===== src/inc/dasp_cfg.svh =====
// constants of the dual converter serial and power control block
// Overview of operation
// [RULE1] select fall: hold, sample, start, drive outputs
// [RULE2] host keeps select low ten falls
// [RULE3] rise after 10th, before 14th: abort, stay powered
// [RULE4] fourteen clocks give one full result
// [RULE5] after 14 clocks line stays driven
// [RULE6] two trailing zeros after the result
// [RULE7] longer frame swaps in other converter result
// [RULE8] identification bit precedes every result
// [RULE9] line releases at 32nd fall or rise
// [RULE10] host waits quiet gap before next frame
// [RULE11] rise between 2nd and 10th: partial down
// [RULE12] rise before 2nd fall is a glitch
// [RULE13] dummy conversion wakes; next conversion valid
// [RULE14] partial down, early rise: stays partial down
// [RULE15] partial down, 2nd to 10th rise: full down
// [RULE16] power-down frames need no remaining clocks
// [RULE17] full wake needs dummy frame and wait
// [RULE18] after 13 falls, track on next rise
// [RULE19] two leading zeros, twelve bits, msb first; code sends one zero, then the id bit
// [RULE20] slow clock lets host sample rising edges
// [RULE21] select fall latches config for next conversion
// [RULE22] coding straight binary or twos complement
// [RULE23] count falls per frame, track power state
`ifndef DASP_CFG_SVH
`define DASP_CFG_SVH

`define DASP_CLK_NS 40
`define DASP_PART_PWRUP_NS 1000
`define DASP_PART_PWRUP_CYC ((`DASP_PART_PWRUP_NS + `DASP_CLK_NS - 1) / `DASP_CLK_NS)

`define DASP_CNT_GLITCH 6'h02
`define DASP_CNT_POWERED 6'h0A
`define DASP_CNT_TRACK 6'h0D
`define DASP_CNT_FRAME 6'h0E
`define DASP_SLOT_FIRST_DATA 6'h02
`define DASP_SLOT_LAST_DATA 6'h0D
`define DASP_SLOT_ID 6'h01
`define DASP_SLOT_SECOND 6'h10
`define DASP_CNT_DUAL 6'h20

`define DASP_TWOS_FLIP 12'h800

`define DASP_ADDR_CTRL 8'h00
`define DASP_ADDR_TEST_FIRST 8'h04
`define DASP_ADDR_TEST_SECOND 8'h08
`define DASP_ADDR_STATUS 8'h0C
`define DASP_ADDR_LAST_FIRST 8'h10
`define DASP_ADDR_LAST_SECOND 8'h14

`define DASP_CTRL_TEST_BIT 0
`define DASP_RST_CTRL 1'h0
`define DASP_RST_TEST 12'h000

`endif


===== src/inc/dasp_pkg.sv =====
// types shared by the dual converter serial and power control block
package dasp_pkg;

    typedef enum logic [1:0] {
        PWR_NORMAL,
        PWR_PARTIAL,
        PWR_FULL
    } dasp_pwr_e;

    typedef struct packed {
        logic single_ended;
        logic [2:0] channel;
        logic wide_range;
    } dasp_cfg_s;

    typedef struct packed {
        logic start_n;
        logic shift_clk;
        dasp_cfg_s cfg;
    } dasp_pins_s;

endpackage : dasp_pkg


===== src/verilog/dasp_sync.sv =====
// three-stage input synchroniser with agreement filter
`timescale 1ns/100ps
module dasp_sync #(
    parameter int W = 7,
    parameter logic [W-1:0] RST_VAL = '0
) (
    input wire logic clk,
    input wire logic rst,
    input wire logic [W-1:0] d,
    output logic [W-1:0] q
);
    logic [W-1:0] s1_q;
    logic [W-1:0] s2_q;
    logic [W-1:0] s3_q;

    always_ff @(posedge clk or posedge rst) begin
        if (rst) begin
            s1_q <= RST_VAL;
            s2_q <= RST_VAL;
            s3_q <= RST_VAL;
        end else begin
            s1_q <= d;
            s2_q <= s1_q;
            s3_q <= s2_q;
        end
    end

    // per bit: a change is accepted only once stages two and three agree
    always_ff @(posedge clk or posedge rst) begin
        if (rst) begin
            q <= RST_VAL;
        end else begin
            for (int i = 0; i < W; i++) begin
                if (s2_q[i] == s3_q[i]) begin
                    q[i] <= s3_q[i];
                end
            end
        end
    end
endmodule : dasp_sync


===== src/verilog/dasp_top.sv =====
// dual converter serial readout and power-mode control
//
// Local design decisions: the strobed register port and the address map.
`timescale 1ns/100ps
`include "dasp_cfg.svh"
module dasp_top import dasp_pkg::*; #(
    parameter logic [19:0] FULL_PWRUP_CYC = 20'h009C4
) (
    input wire logic CLOCK,
    input wire logic RESET,
    input wire logic CONV_START_N,
    input wire logic SERIAL_SHIFT_CLOCK,
    input wire logic INPUT_CONFIG_SELECT,
    input wire logic [2:0] CHANNEL_SELECT,
    input wire logic RANGE_SELECT,
    input wire logic [11:0] CONV_RESULT_FIRST,
    input wire logic [11:0] CONV_RESULT_SECOND,
    input wire logic [7:0] BUS_ADDR,
    input wire logic [31:0] BUS_WDATA,
    input wire logic BUS_WR,
    input wire logic BUS_RD,
    output logic [31:0] BUS_RDATA,
    output logic SAMPLE_OUT_FIRST,
    output logic SAMPLE_OUT_FIRST_OE,
    output logic SAMPLE_OUT_SECOND,
    output logic SAMPLE_OUT_SECOND_OE,
    output logic TRACK_HOLD,
    output logic SAMPLE_STROBE,
    output dasp_cfg_s MUX_CFG,
    output dasp_pwr_e POWER_MODE,
    output logic ANALOG_POWER_ON,
    output logic FULLY_POWERED
);
    dasp_pins_s pins_raw;
    dasp_pins_s pins_f;
    logic cs_p_q;
    logic sclk_p_q;
    logic cs_fall;
    logic cs_rise;
    logic sclk_fall;
    logic sclk_rise;
    logic in_frame_q;
    logic [5:0] cnt_q;
    logic [5:0] slot_d;
    logic [11:0] res_first_q;
    logic [11:0] res_second_q;
    logic twos_q;
    logic frame_valid_q;
    dasp_pwr_e pwr_q;
    logic analog_on;
    logic wake_full_q;
    logic [19:0] up_cnt_q;
    logic [19:0] up_target;
    logic ctrl_test_q;
    logic [11:0] test_first_q;
    logic [11:0] test_second_q;
    logic [11:0] src_first;
    logic [11:0] src_second;

    // converter first reports id 0, converter second id 1
    function automatic logic stream_bit(
        input logic [5:0] slot,
        input logic [11:0] own,
        input logic [11:0] other,
        input logic own_id
    );
        logic [5:0] pos;
        logic [11:0] val;
        logic id;
        pos = slot;
        val = own;
        id = own_id;
        if (slot >= `DASP_SLOT_SECOND) begin
            pos = slot - `DASP_SLOT_SECOND;
            val = other;
            id = ~own_id;
        end
        stream_bit = 1'b0;
        if (pos == `DASP_SLOT_ID) begin
            stream_bit = id;
        end else if (pos >= `DASP_SLOT_FIRST_DATA && pos <= `DASP_SLOT_LAST_DATA) begin
            stream_bit = val[4'(`DASP_SLOT_LAST_DATA - pos)];
        end
    endfunction : stream_bit

    // analog core delivers offset binary; flip msb for twos complement
    function automatic logic is_twos(input dasp_cfg_s c);
        is_twos = c.wide_range | (~c.single_ended & ~c.channel[0]);
    endfunction : is_twos

    function automatic logic [11:0] code_of(input logic [11:0] raw, input dasp_cfg_s c);
        code_of = is_twos(c) ? (raw ^ `DASP_TWOS_FLIP) : raw;
    endfunction : code_of

    assign pins_raw.start_n = CONV_START_N;
    assign pins_raw.shift_clk = SERIAL_SHIFT_CLOCK;
    assign pins_raw.cfg.single_ended = INPUT_CONFIG_SELECT;
    assign pins_raw.cfg.channel = CHANNEL_SELECT;
    assign pins_raw.cfg.wide_range = RANGE_SELECT;

    dasp_sync #(
        .W(7),
        .RST_VAL(7'h40)
    ) u_sync (
        .clk(CLOCK),
        .rst(RESET),
        .d(pins_raw),
        .q(pins_f)
    );

    always_ff @(posedge CLOCK or posedge RESET) begin
        if (RESET) begin
            cs_p_q <= 1'b1;
            sclk_p_q <= 1'b0;
        end else begin
            cs_p_q <= pins_f.start_n;
            sclk_p_q <= pins_f.shift_clk;
        end
    end

    assign cs_fall = cs_p_q & ~pins_f.start_n;
    assign cs_rise = ~cs_p_q & pins_f.start_n;
    assign sclk_fall = sclk_p_q & ~pins_f.shift_clk;
    assign sclk_rise = ~sclk_p_q & pins_f.shift_clk;
    assign slot_d = cnt_q + 6'h01;

    // frame tracking and falling-edge count, saturating at the dual-read end
    always_ff @(posedge CLOCK or posedge RESET) begin
        if (RESET) begin
            in_frame_q <= 1'b0;
            cnt_q <= 6'h00;
        end else if (cs_fall) begin
            in_frame_q <= 1'b1;
            cnt_q <= 6'h00; // see [RULE23]
        end else if (cs_rise) begin
            in_frame_q <= 1'b0;
        end else if (sclk_fall && in_frame_q && cnt_q < `DASP_CNT_DUAL) begin
            cnt_q <= slot_d; // see [RULE23]
        end
    end

    assign src_first = ctrl_test_q ? test_first_q : CONV_RESULT_FIRST;
    assign src_second = ctrl_test_q ? test_second_q : CONV_RESULT_SECOND;

    // results are frozen at the sampling instant; the config latched now
    // only steers the next conversion
    always_ff @(posedge CLOCK or posedge RESET) begin
        if (RESET) begin
            res_first_q <= 12'h000;
            res_second_q <= 12'h000;
            twos_q <= 1'b0;
            MUX_CFG <= '0;
            frame_valid_q <= 1'b0;
        end else if (cs_fall) begin
            res_first_q <= code_of(src_first, MUX_CFG); // see [RULE22]
            res_second_q <= code_of(src_second, MUX_CFG); // see [RULE22]
            twos_q <= is_twos(MUX_CFG);
            MUX_CFG <= pins_f.cfg; // see [RULE21]
            frame_valid_q <= (pwr_q == PWR_NORMAL) && FULLY_POWERED; // see [RULE13]
        end
    end

    always_ff @(posedge CLOCK or posedge RESET) begin
        if (RESET) begin
            SAMPLE_STROBE <= 1'b0;
        end else begin
            SAMPLE_STROBE <= cs_fall; // see [RULE1]
        end
    end

    // select rise takes precedence over a shift-clock fall seen in the same cycle
    always_ff @(posedge CLOCK or posedge RESET) begin
        if (RESET) begin
            SAMPLE_OUT_FIRST <= 1'b0;
            SAMPLE_OUT_SECOND <= 1'b0;
            SAMPLE_OUT_FIRST_OE <= 1'b0;
            SAMPLE_OUT_SECOND_OE <= 1'b0;
        end else if (cs_fall) begin
            SAMPLE_OUT_FIRST <= 1'b0; // see [RULE19]
            SAMPLE_OUT_SECOND <= 1'b0;
            SAMPLE_OUT_FIRST_OE <= 1'b1; // see [RULE1]
            SAMPLE_OUT_SECOND_OE <= 1'b1;
        end else if (cs_rise) begin
            SAMPLE_OUT_FIRST <= 1'b0;
            SAMPLE_OUT_SECOND <= 1'b0;
            SAMPLE_OUT_FIRST_OE <= 1'b0; // see [RULE3] [RULE11]
            SAMPLE_OUT_SECOND_OE <= 1'b0;
        end else if (sclk_fall && in_frame_q && cnt_q < `DASP_CNT_DUAL) begin
            if (slot_d == `DASP_CNT_DUAL) begin
                SAMPLE_OUT_FIRST <= 1'b0;
                SAMPLE_OUT_SECOND <= 1'b0;
                SAMPLE_OUT_FIRST_OE <= 1'b0; // see [RULE9]
                SAMPLE_OUT_SECOND_OE <= 1'b0;
            end else begin
                // see [RULE4] [RULE5] [RULE6] [RULE7] [RULE8] [RULE19]
                SAMPLE_OUT_FIRST <= stream_bit(slot_d, res_first_q, res_second_q, 1'b0);
                SAMPLE_OUT_SECOND <= stream_bit(slot_d, res_second_q, res_first_q, 1'b1);
            end
        end
    end

    // track-and-hold: hold from sampling until the rise after the 13th fall
    always_ff @(posedge CLOCK or posedge RESET) begin
        if (RESET) begin
            TRACK_HOLD <= 1'b0;
        end else if (cs_fall) begin
            TRACK_HOLD <= 1'b1; // see [RULE1]
        end else if (cs_rise) begin
            TRACK_HOLD <= 1'b0;
        end else if (sclk_rise && cnt_q >= `DASP_CNT_TRACK) begin
            TRACK_HOLD <= 1'b0; // see [RULE18]
        end
    end

    // power mode; frames that end early need no further clocks
    always_ff @(posedge CLOCK or posedge RESET) begin
        if (RESET) begin
            pwr_q <= PWR_NORMAL;
        end else if (cs_rise && in_frame_q) begin
            if (cnt_q >= `DASP_CNT_GLITCH && cnt_q < `DASP_CNT_POWERED) begin
                case (pwr_q)
                    PWR_NORMAL: pwr_q <= PWR_PARTIAL; // see [RULE11] [RULE16]
                    PWR_PARTIAL: pwr_q <= PWR_FULL; // see [RULE15]
                    PWR_FULL: pwr_q <= PWR_FULL;
                    default: pwr_q <= PWR_FULL;
                endcase
            end
            // earlier rise leaves the mode as it was: see [RULE12] [RULE14]
        end else if (sclk_fall && in_frame_q && slot_d == `DASP_CNT_POWERED) begin
            pwr_q <= PWR_NORMAL; // see [RULE13] [RULE3]
        end
    end

    assign POWER_MODE = pwr_q;

    // analog supply follows the mode, and is also up while a frame is low
    assign analog_on = (pwr_q == PWR_NORMAL) || (in_frame_q && !cs_rise);
    assign up_target = wake_full_q ? FULL_PWRUP_CYC : 20'(`DASP_PART_PWRUP_CYC);

    always_ff @(posedge CLOCK or posedge RESET) begin
        if (RESET) begin
            wake_full_q <= 1'b0;
        end else if (pwr_q == PWR_FULL) begin
            wake_full_q <= 1'b1;
        end else if (FULLY_POWERED) begin
            wake_full_q <= 1'b0;
        end
    end

    // reset leaves the converter treated as already powered up
    always_ff @(posedge CLOCK or posedge RESET) begin
        if (RESET) begin
            up_cnt_q <= 20'h00000;
            ANALOG_POWER_ON <= 1'b1;
            FULLY_POWERED <= 1'b1;
        end else begin
            ANALOG_POWER_ON <= analog_on;
            if (!analog_on) begin
                up_cnt_q <= 20'h00000;
                FULLY_POWERED <= 1'b0; // see [RULE14]
            end else if (!FULLY_POWERED) begin
                if (up_cnt_q >= up_target) begin
                    FULLY_POWERED <= 1'b1; // see [RULE13] [RULE17]
                end else begin
                    up_cnt_q <= up_cnt_q + 20'h00001;
                end
            end
        end
    end

    // register port: writes take effect on the strobe edge
    always_ff @(posedge CLOCK or posedge RESET) begin
        if (RESET) begin
            ctrl_test_q <= `DASP_RST_CTRL;
            test_first_q <= `DASP_RST_TEST;
            test_second_q <= `DASP_RST_TEST;
        end else if (BUS_WR) begin
            case (BUS_ADDR)
                `DASP_ADDR_CTRL: ctrl_test_q <= BUS_WDATA[`DASP_CTRL_TEST_BIT];
                `DASP_ADDR_TEST_FIRST: test_first_q <= BUS_WDATA[11:0];
                `DASP_ADDR_TEST_SECOND: test_second_q <= BUS_WDATA[11:0];
                default: ;
            endcase
        end
    end

    // read data stand for the single cycle after the read strobe
    always_ff @(posedge CLOCK or posedge RESET) begin
        if (RESET) begin
            BUS_RDATA <= 32'h00000000;
        end else if (BUS_RD) begin
            case (BUS_ADDR)
                `DASP_ADDR_CTRL: BUS_RDATA <= {31'h0, ctrl_test_q};
                `DASP_ADDR_TEST_FIRST: BUS_RDATA <= {20'h0, test_first_q};
                `DASP_ADDR_TEST_SECOND: BUS_RDATA <= {20'h0, test_second_q};
                `DASP_ADDR_STATUS: BUS_RDATA <= {15'h0, MUX_CFG, twos_q, frame_valid_q,
                                                 in_frame_q, cnt_q, FULLY_POWERED, pwr_q};
                `DASP_ADDR_LAST_FIRST: BUS_RDATA <= {20'h0, res_first_q};
                `DASP_ADDR_LAST_SECOND: BUS_RDATA <= {20'h0, res_second_q};
                default: BUS_RDATA <= 32'h00000000;
            endcase
        end else begin
            BUS_RDATA <= 32'h00000000;
        end
    end

    property p_fall_drives;
        @(posedge CLOCK) disable iff (RESET)
        cs_fall |=> SAMPLE_OUT_FIRST_OE && SAMPLE_OUT_SECOND_OE && TRACK_HOLD && !SAMPLE_OUT_FIRST;
    endproperty
    a_fall_drives: assert property (p_fall_drives) // see [RULE1]
        else $error("select fall did not drive both lines");

    property p_rise_release;
        @(posedge CLOCK) disable iff (RESET)
        cs_rise |=> !SAMPLE_OUT_FIRST_OE && !SAMPLE_OUT_SECOND_OE;
    endproperty
    a_rise_release: assert property (p_rise_release) // see [RULE3]
        else $error("select rise did not release the lines");

    property p_stay_driven;
        @(posedge CLOCK) disable iff (RESET)
        SAMPLE_OUT_FIRST_OE && !cs_rise && !(sclk_fall && cnt_q == 6'h1F) |=> SAMPLE_OUT_FIRST_OE;
    endproperty
    a_stay_driven: assert property (p_stay_driven) // see [RULE5]
        else $error("line released while select still low");

    property p_trailing;
        @(posedge CLOCK) disable iff (RESET)
        sclk_fall && in_frame_q && !cs_rise && (cnt_q == 6'h0D || cnt_q == 6'h0E)
            |=> !SAMPLE_OUT_FIRST && !SAMPLE_OUT_SECOND;
    endproperty
    a_trailing: assert property (p_trailing) // see [RULE6]
        else $error("trailing bit not zero");

    property p_id_swap;
        @(posedge CLOCK) disable iff (RESET)
        sclk_fall && in_frame_q && !cs_rise && cnt_q == 6'h10
            |=> SAMPLE_OUT_FIRST && !SAMPLE_OUT_SECOND;
    endproperty
    a_id_swap: assert property (p_id_swap) // see [RULE7]
        else $error("second-half id bit wrong");

    property p_msb;
        @(posedge CLOCK) disable iff (RESET)
        sclk_fall && in_frame_q && !cs_rise && cnt_q == 6'h01
            |=> SAMPLE_OUT_FIRST == res_first_q[11] && SAMPLE_OUT_SECOND == res_second_q[11];
    endproperty
    a_msb: assert property (p_msb) // see [RULE19]
        else $error("msb not on second fall");

    property p_dual_end;
        @(posedge CLOCK) disable iff (RESET)
        sclk_fall && in_frame_q && !cs_rise && cnt_q == 6'h1F
            |=> !SAMPLE_OUT_FIRST_OE ##1 !SAMPLE_OUT_FIRST_OE || cs_fall;
    endproperty
    a_dual_end: assert property (p_dual_end) // see [RULE9]
        else $error("line not released at 32nd fall");

    property p_partial;
        @(posedge CLOCK) disable iff (RESET)
        cs_rise && in_frame_q && pwr_q == PWR_NORMAL && cnt_q >= 6'h02 && cnt_q <= 6'h09
            |=> pwr_q == PWR_PARTIAL;
    endproperty
    a_partial: assert property (p_partial) // see [RULE11]
        else $error("partial power-down not entered");

    property p_glitch;
        @(posedge CLOCK) disable iff (RESET)
        cs_rise && cnt_q < 6'h02 |=> pwr_q == $past(pwr_q);
    endproperty
    a_glitch: assert property (p_glitch) // see [RULE12]
        else $error("early rise changed the power mode");

    property p_full;
        @(posedge CLOCK) disable iff (RESET)
        cs_rise && in_frame_q && pwr_q == PWR_PARTIAL && cnt_q >= 6'h02 && cnt_q <= 6'h09
            |=> pwr_q == PWR_FULL;
    endproperty
    a_full: assert property (p_full) // see [RULE15]
        else $error("full power-down not entered");

    property p_track;
        @(posedge CLOCK) disable iff (RESET)
        sclk_rise && !cs_fall && cnt_q >= 6'h0D |=> !TRACK_HOLD;
    endproperty
    a_track: assert property (p_track) // see [RULE18]
        else $error("track not resumed after 13th fall");

    property p_cfg_latch;
        @(posedge CLOCK) disable iff (RESET)
        cs_fall |=> MUX_CFG == $past(pins_f.cfg) && twos_q == is_twos($past(MUX_CFG));
    endproperty
    a_cfg_latch: assert property (p_cfg_latch) // see [RULE21]
        else $error("config not latched at select fall");

    c_power_partial: cover property (@(posedge CLOCK) disable iff (RESET)
        pwr_q == PWR_NORMAL ##1 pwr_q == PWR_PARTIAL);
    c_power_full: cover property (@(posedge CLOCK) disable iff (RESET)
        pwr_q == PWR_PARTIAL ##1 pwr_q == PWR_FULL);
    c_dual_read: cover property (@(posedge CLOCK) disable iff (RESET)
        sclk_fall && in_frame_q && cnt_q == 6'h1F);
    c_wake: cover property (@(posedge CLOCK) disable iff (RESET)
        !FULLY_POWERED ##1 FULLY_POWERED);
endmodule : dasp_top


===== config.mk =====
export PLATFORM = sky130hd
export DESIGN_NAME = dasp_top
export DESIGN_NICKNAME = d
export VERILOG_FILES = /design/src/inc/dasp_pkg.sv /design/src/verilog/dasp_sync.sv /design/src/verilog/dasp_top.sv
export VERILOG_INCLUDE_DIRS = /design/src /design/src/inc
export SDC_FILE = /design/constraint.sdc
export NUM_CORES = 1
export LEC_CHECK = 0
export ABC_AREA = 1
export BUFFER_PORTS_ARGS = -buffer_cell sky130_fd_sc_hd__buf_2
export CAP_MARGIN = 10
export CORE_ASPECT_RATIO = 0.6
export CORE_MARGIN = 2
export CORE_UTILIZATION = 30
export CTS_CLUSTER_DIAMETER = 200
export DETAILED_ROUTE_END_ITERATION = 7
export SLEW_MARGIN = 40
export SYNTH_ARGS = -nofsm -noshare
export SYNTH_HDL_FRONTEND = slang
export SYNTH_SLANG_ARGS = --single-unit
export TNS_END_PERCENT = 100

===== constraint.sdc =====
create_clock -name CLOCK -period 4.5 [get_ports CLOCK]
set_clock_uncertainty 0.15 [all_clocks]
set_input_delay 0.9 -clock CLOCK [delete_from_list [all_inputs] [get_ports CLOCK]]
set_output_delay 0.9 -clock CLOCK [all_outputs]
set_load 0.01 [all_outputs]

==> results.txt <==
By count the netlist is led by sky130_fd_sc_hd__dfrtp_1, sky130_fd_sc_hd__nand2_1, sky130_fd_sc_hd__inv_1. From synthesis to final layout, the design area changed by 18.4%. The worst-case reg-to-reg path depth works out to 19. The class of the worst hold path is reg -> reg. After floorplanning, the core was divided into 42 placement rows. Critical path's most frequent cell: sky130_fd_sc_hd__nand2_1.

The last weighted congestion value of the routability-driven placer came out at 0.858. The via count of the first global-routing pass was 5411. In the finished design, the share of the clock period the worst path needs comes to 79.5%. For the worst-skew pair, the clock arrives at the later sink with an insertion delay of 0.43 ns. Global routing consumed, over all layers together, 16.6% of the routing resources. The final setup TNS is 0 ns, and the number of failing hold endpoints at the final stage is 0. The critical register-to-register path startpoint is cnt_q[1].

The effective utilization at floorplan is 30.9%, and the clock transition at the register clock pins on the worst setup and hold paths after CTS is 0.07 ns. For the pin with the worst max-slew slack, the measured transition is 0.797 ns. After synthesis, the cell types taking the most area are sky130_fd_sc_hd__dfrtp_1, sky130_fd_sc_hd__nand2_1, sky130_fd_sc_hd__inv_1, sky130_fd_sc_hd__o21ai_0, sky130_fd_sc_hd__nand3_1. The tools report the cell area after placement as 7590 um^2. Footprint of the multi-input gates: 2780 um^2. The worst setup path is captured at a flop. Highest achievable clock rate: 0.279 GHz. The clock tree synthesis step divided the H-tree into 4 levels. The tools report the routed via count as 5744. The logs give 0 for the number of antenna diodes and 0 for the post-detailed-route count of antenna-violating nets. The most critical setup path has its endpoint at SAMPLE_OUT_FIRST. The tools report the register area as 3510 um^2. The run finished with clean final reports. The final critical-path required period was 3.58 ns; the net count reported at finish was 981. Entering global routing, the biggest net connects 70 pins. The core area came out at 22300 um^2. In this run, the number of DRC markers left after iteration 0 of detailed routing was 522. The tools report the detailed-placement wirelength estimate as 13900 um. The critical path is of the reg -> reg type. The horizontal die dimension came out at 200 um. The peak supply drop was 0.238 mV. In this run the static leakage power is 0.00390 uW. The most used flip-flop cell after synthesis is sky130_fd_sc_hd__dfrtp_1. Buffers inserted to repair hold after CTS numbered 0. The tools report the number of detailed-routing iterations run before antenna repair as 6. The vertical extent of the die is 122 um.

Of the cells placed in the final design, the portion with a size suffix greater than 1 is 16.9%. The longest clock path from root to sink contains 2 buffers. For the max-slew violation count, the log shows 0.

The first global-routing pass estimated 30300 um of wire. Setup repair after global routing left no endpoint under its margin. The synthesized area divided by synthesized cell count was 8.57 um^2; the boundary pin count was 122. The run gives 1174 as the placed instance count. Yosys instantiated no cell more often than sky130_fd_sc_hd__dfrtp_1.

The tool flagged a number of max-cap violations equal to 0. Setup violations remaining at the end of the flow were counted as 0. Yosys printed 0 warnings. The die outline area is 24300 um^2, and the average wire per cell in the routed design is 15.8 um. The max-slew headroom at the worst pin was 46.8%; the largest fanout on the critical path was 24. The tools report the clock sink count as 140. On the critical path the largest part of the delay comes from simple AND/OR/NAND/NOR gates.

On the critical path, the stage with the largest delay is an instance of sky130_fd_sc_hd__ha_1. The count of buffering cells on the critical path with inverters included is 4, and the required time reported for the critical path endpoint is 4.72 ns. The fraction of synthesized cell area taken by the top area cell type came out at 48.2%. Counting flops and latches in the post-synthesis netlist gives 140. The synthesized design contains 0 enable-type register cells. The number of cells in the finished layout apart from fillers was 1206; the total number of cells along the worst setup path was 19. The run gives 806 as the gate count after technology mapping. The run gives 0 as the initial antenna violation count. Async set-or-reset flop fraction in the synthesized netlist: 100%.

The worst hold path passes through 0 cells. In this run the power density over the cells is 436 nW/um^2. The critical path goes through inv_1 -> ha_1 -> clkinv_1 -> ha_1 -> nand2_1 -> inv_1 -> nand3_1 -> nor2_4 -> nand2_2 -> nand2_4 -> o21ai_0 -> nand3_1 -> nand3_1 -> nand2_1 -> inv_1 -> nand3_1 -> nand2_1 -> nand2_1 -> nand2_1. The count of fill cells added during filler insertion was 2301; the setup fix buffers added after clock tree synthesis was 0. At the worst endpoint, the arrival time is 3.80 ns.

For flop-to-flop paths, the worst setup slack is 0.92 ns. The worst register-to-register path ends at SAMPLE_OUT_FIRST. Tracing the worst setup path back leads to its startpoint at cnt_q[1]. For this block, the routed nets add up to 19000 um of wire.

The count of unresolved DRC violations after routing is 0, and the utilization after layout is 36.6%. The largest single stage delay on the critical path is 0.50 ns. The mapped netlist covers 6910 um^2. The tools report the total overflow reported by the global router as 0.

The synthesized design spends more area on one cell type than any other, namely sky130_fd_sc_hd__dfrtp_1. Buffers inserted during clock tree synthesis total 17. The critical path startpoint category is a flop. The number of buffer cells added on primary ports works out to 86.

Clock tree synthesis selected as its root buffer the cell sky130_fd_sc_hd__clkbuf_16. The count of cell types in the netlist came out at 43. Once the clock tree was built, the resizer swapped 0 gates to a different size.

The tools report the proportion of synthesized chip area in sequential cells as 50.8%. TritonCTS built the clock tree. With fillers left out, the area of the finished cells amounts to 8180 um^2. Dividing the detail-routed via count by the number of cells gives 4.76. Hold timing on the final database bottoms out at a slack of 0.200 ns.
-- cell families (layout without fill, tap and decap cells) --
group / Yosys count / after routing / share of synthesized area, %
other: 1 / 15 / 0.0543
buffers and inverters: 158 / 236 / 9.90
AOI/OAI and AO/OA: 179 / 179 / 14.8
DFF: 140 / 140 / 50.8
xor gates and xnor gates: 10 / 10 / 1.27
adders and majority gates: 28 / 28 / 4.82
and+or+nand+nor: 290 / 290 / 18.4
-- stage by stage --
| stage | total power (uW) | setup slack, ns |
|---|---|---|
| after detailed placement | 2170 | 1.01 |
| final | 3570 | 0.921 |
| after global placement | 2160 | 1.07 |
| after CTS | 3580 | 1.00 |
| after global routing | 3750 | 0.637 |
| after floorplan | 1980 | 1.69 |
-- flip-flops by register name, summed over array words and instances, names as in the netlist, 12 cells and up --
signal and flops:
res_second_q 12, up_cnt_q 20, test_second_q 12, res_first_q 12, BUS_RDATA 17, test_first_q 12
-- worst min path at each step --
stage | start | slack (ns) | endpoint
finish | u_sync.s1_q[4] | 0.20 | u_sync.s2_q[4]
global route | u_sync.s1_q[5] | 0.21 | u_sync.s2_q[5]
CTS | u_sync.s1_q[3] | 0.21 | u_sync.s2_q[3]
detailed placement | u_sync.s1_q[0] | 0.19 | u_sync.s2_q[0]
global placement | u_sync.s1_q[2] | 0.18 | u_sync.s2_q[2]
floorplan | u_sync.s1_q[0] | 0.18 | u_sync.s2_q[0]
-- per-layer routing --
metal  part of all wire (%)  wire, um  global-route usage [%]  vias to the layer above
met3                    8.2      1560                    4.62                       16
li1                       -         -                       -                     2805
met1                     51      9650                    25.8                     2713
met2                     40      7680                    22.3                      210
met4                   0.75       142                    3.80                        0
met5                      0         0                       0                        -
-- power by group --
group	leakage, uW	total, uW	switching (uW)	internal, uW
clock network	0.000290	1410	608	799
logic	0.00182	648	408	241
registers	0.00180	1510	111	1400
total	0.00390	3570	1130	2440
-- layout by cell type (no fill, tap or decap), types with 4 or more instances in the layout --
cell type                   synthesis  layout
sky130_fd_sc_hd__nor3_1            13      13
sky130_fd_sc_hd__nand2_2            4       4
sky130_fd_sc_hd__nor4_1             5       5
sky130_fd_sc_hd__inv_1            106     105
sky130_fd_sc_hd__o21ai_1           16      16
sky130_fd_sc_hd__nand3_1           54      54
sky130_fd_sc_hd__buf_2              4      87
sky130_fd_sc_hd__xor2_1             7       7
sky130_fd_sc_hd__o21ai_0           67      67
sky130_fd_sc_hd__inv_6              0       4
sky130_fd_sc_hd__buf_4             17       7
sky130_fd_sc_hd__clkbuf_16          0      17
sky130_fd_sc_hd__ha_1              21      20
sky130_fd_sc_hd__dfstp_2            7       7
sky130_fd_sc_hd__dfrtp_1          133     132
sky130_fd_sc_hd__conb_1             1      15
sky130_fd_sc_hd__nor2_1            66      66
sky130_fd_sc_hd__o22ai_1           39      39
sky130_fd_sc_hd__a21oi_1           33      33
sky130_fd_sc_hd__a221oi_1          12      12
sky130_fd_sc_hd__nand2_1          131     131
sky130_fd_sc_hd__inv_8              0       4
sky130_fd_sc_hd__nand4_1            4       4
sky130_fd_sc_hd__maj3_1             7       7
-- area by class of cell --
| type | count | share of cell area (%) |
|---|---|---|
| Clock inverter | 14 | 1.82 |
| Timing Repair Buffer | 95 | 6.21 |
| Sequential cell | 140 | 42.9 |
| Multi-Input combinational cell | 522 | 33.9 |
| Tap cell | 308 | 4.71 |
| Clock buffer | 18 | 5.37 |
| Inverter | 109 | 5.05 |
(Power assumes the default switching activity.)
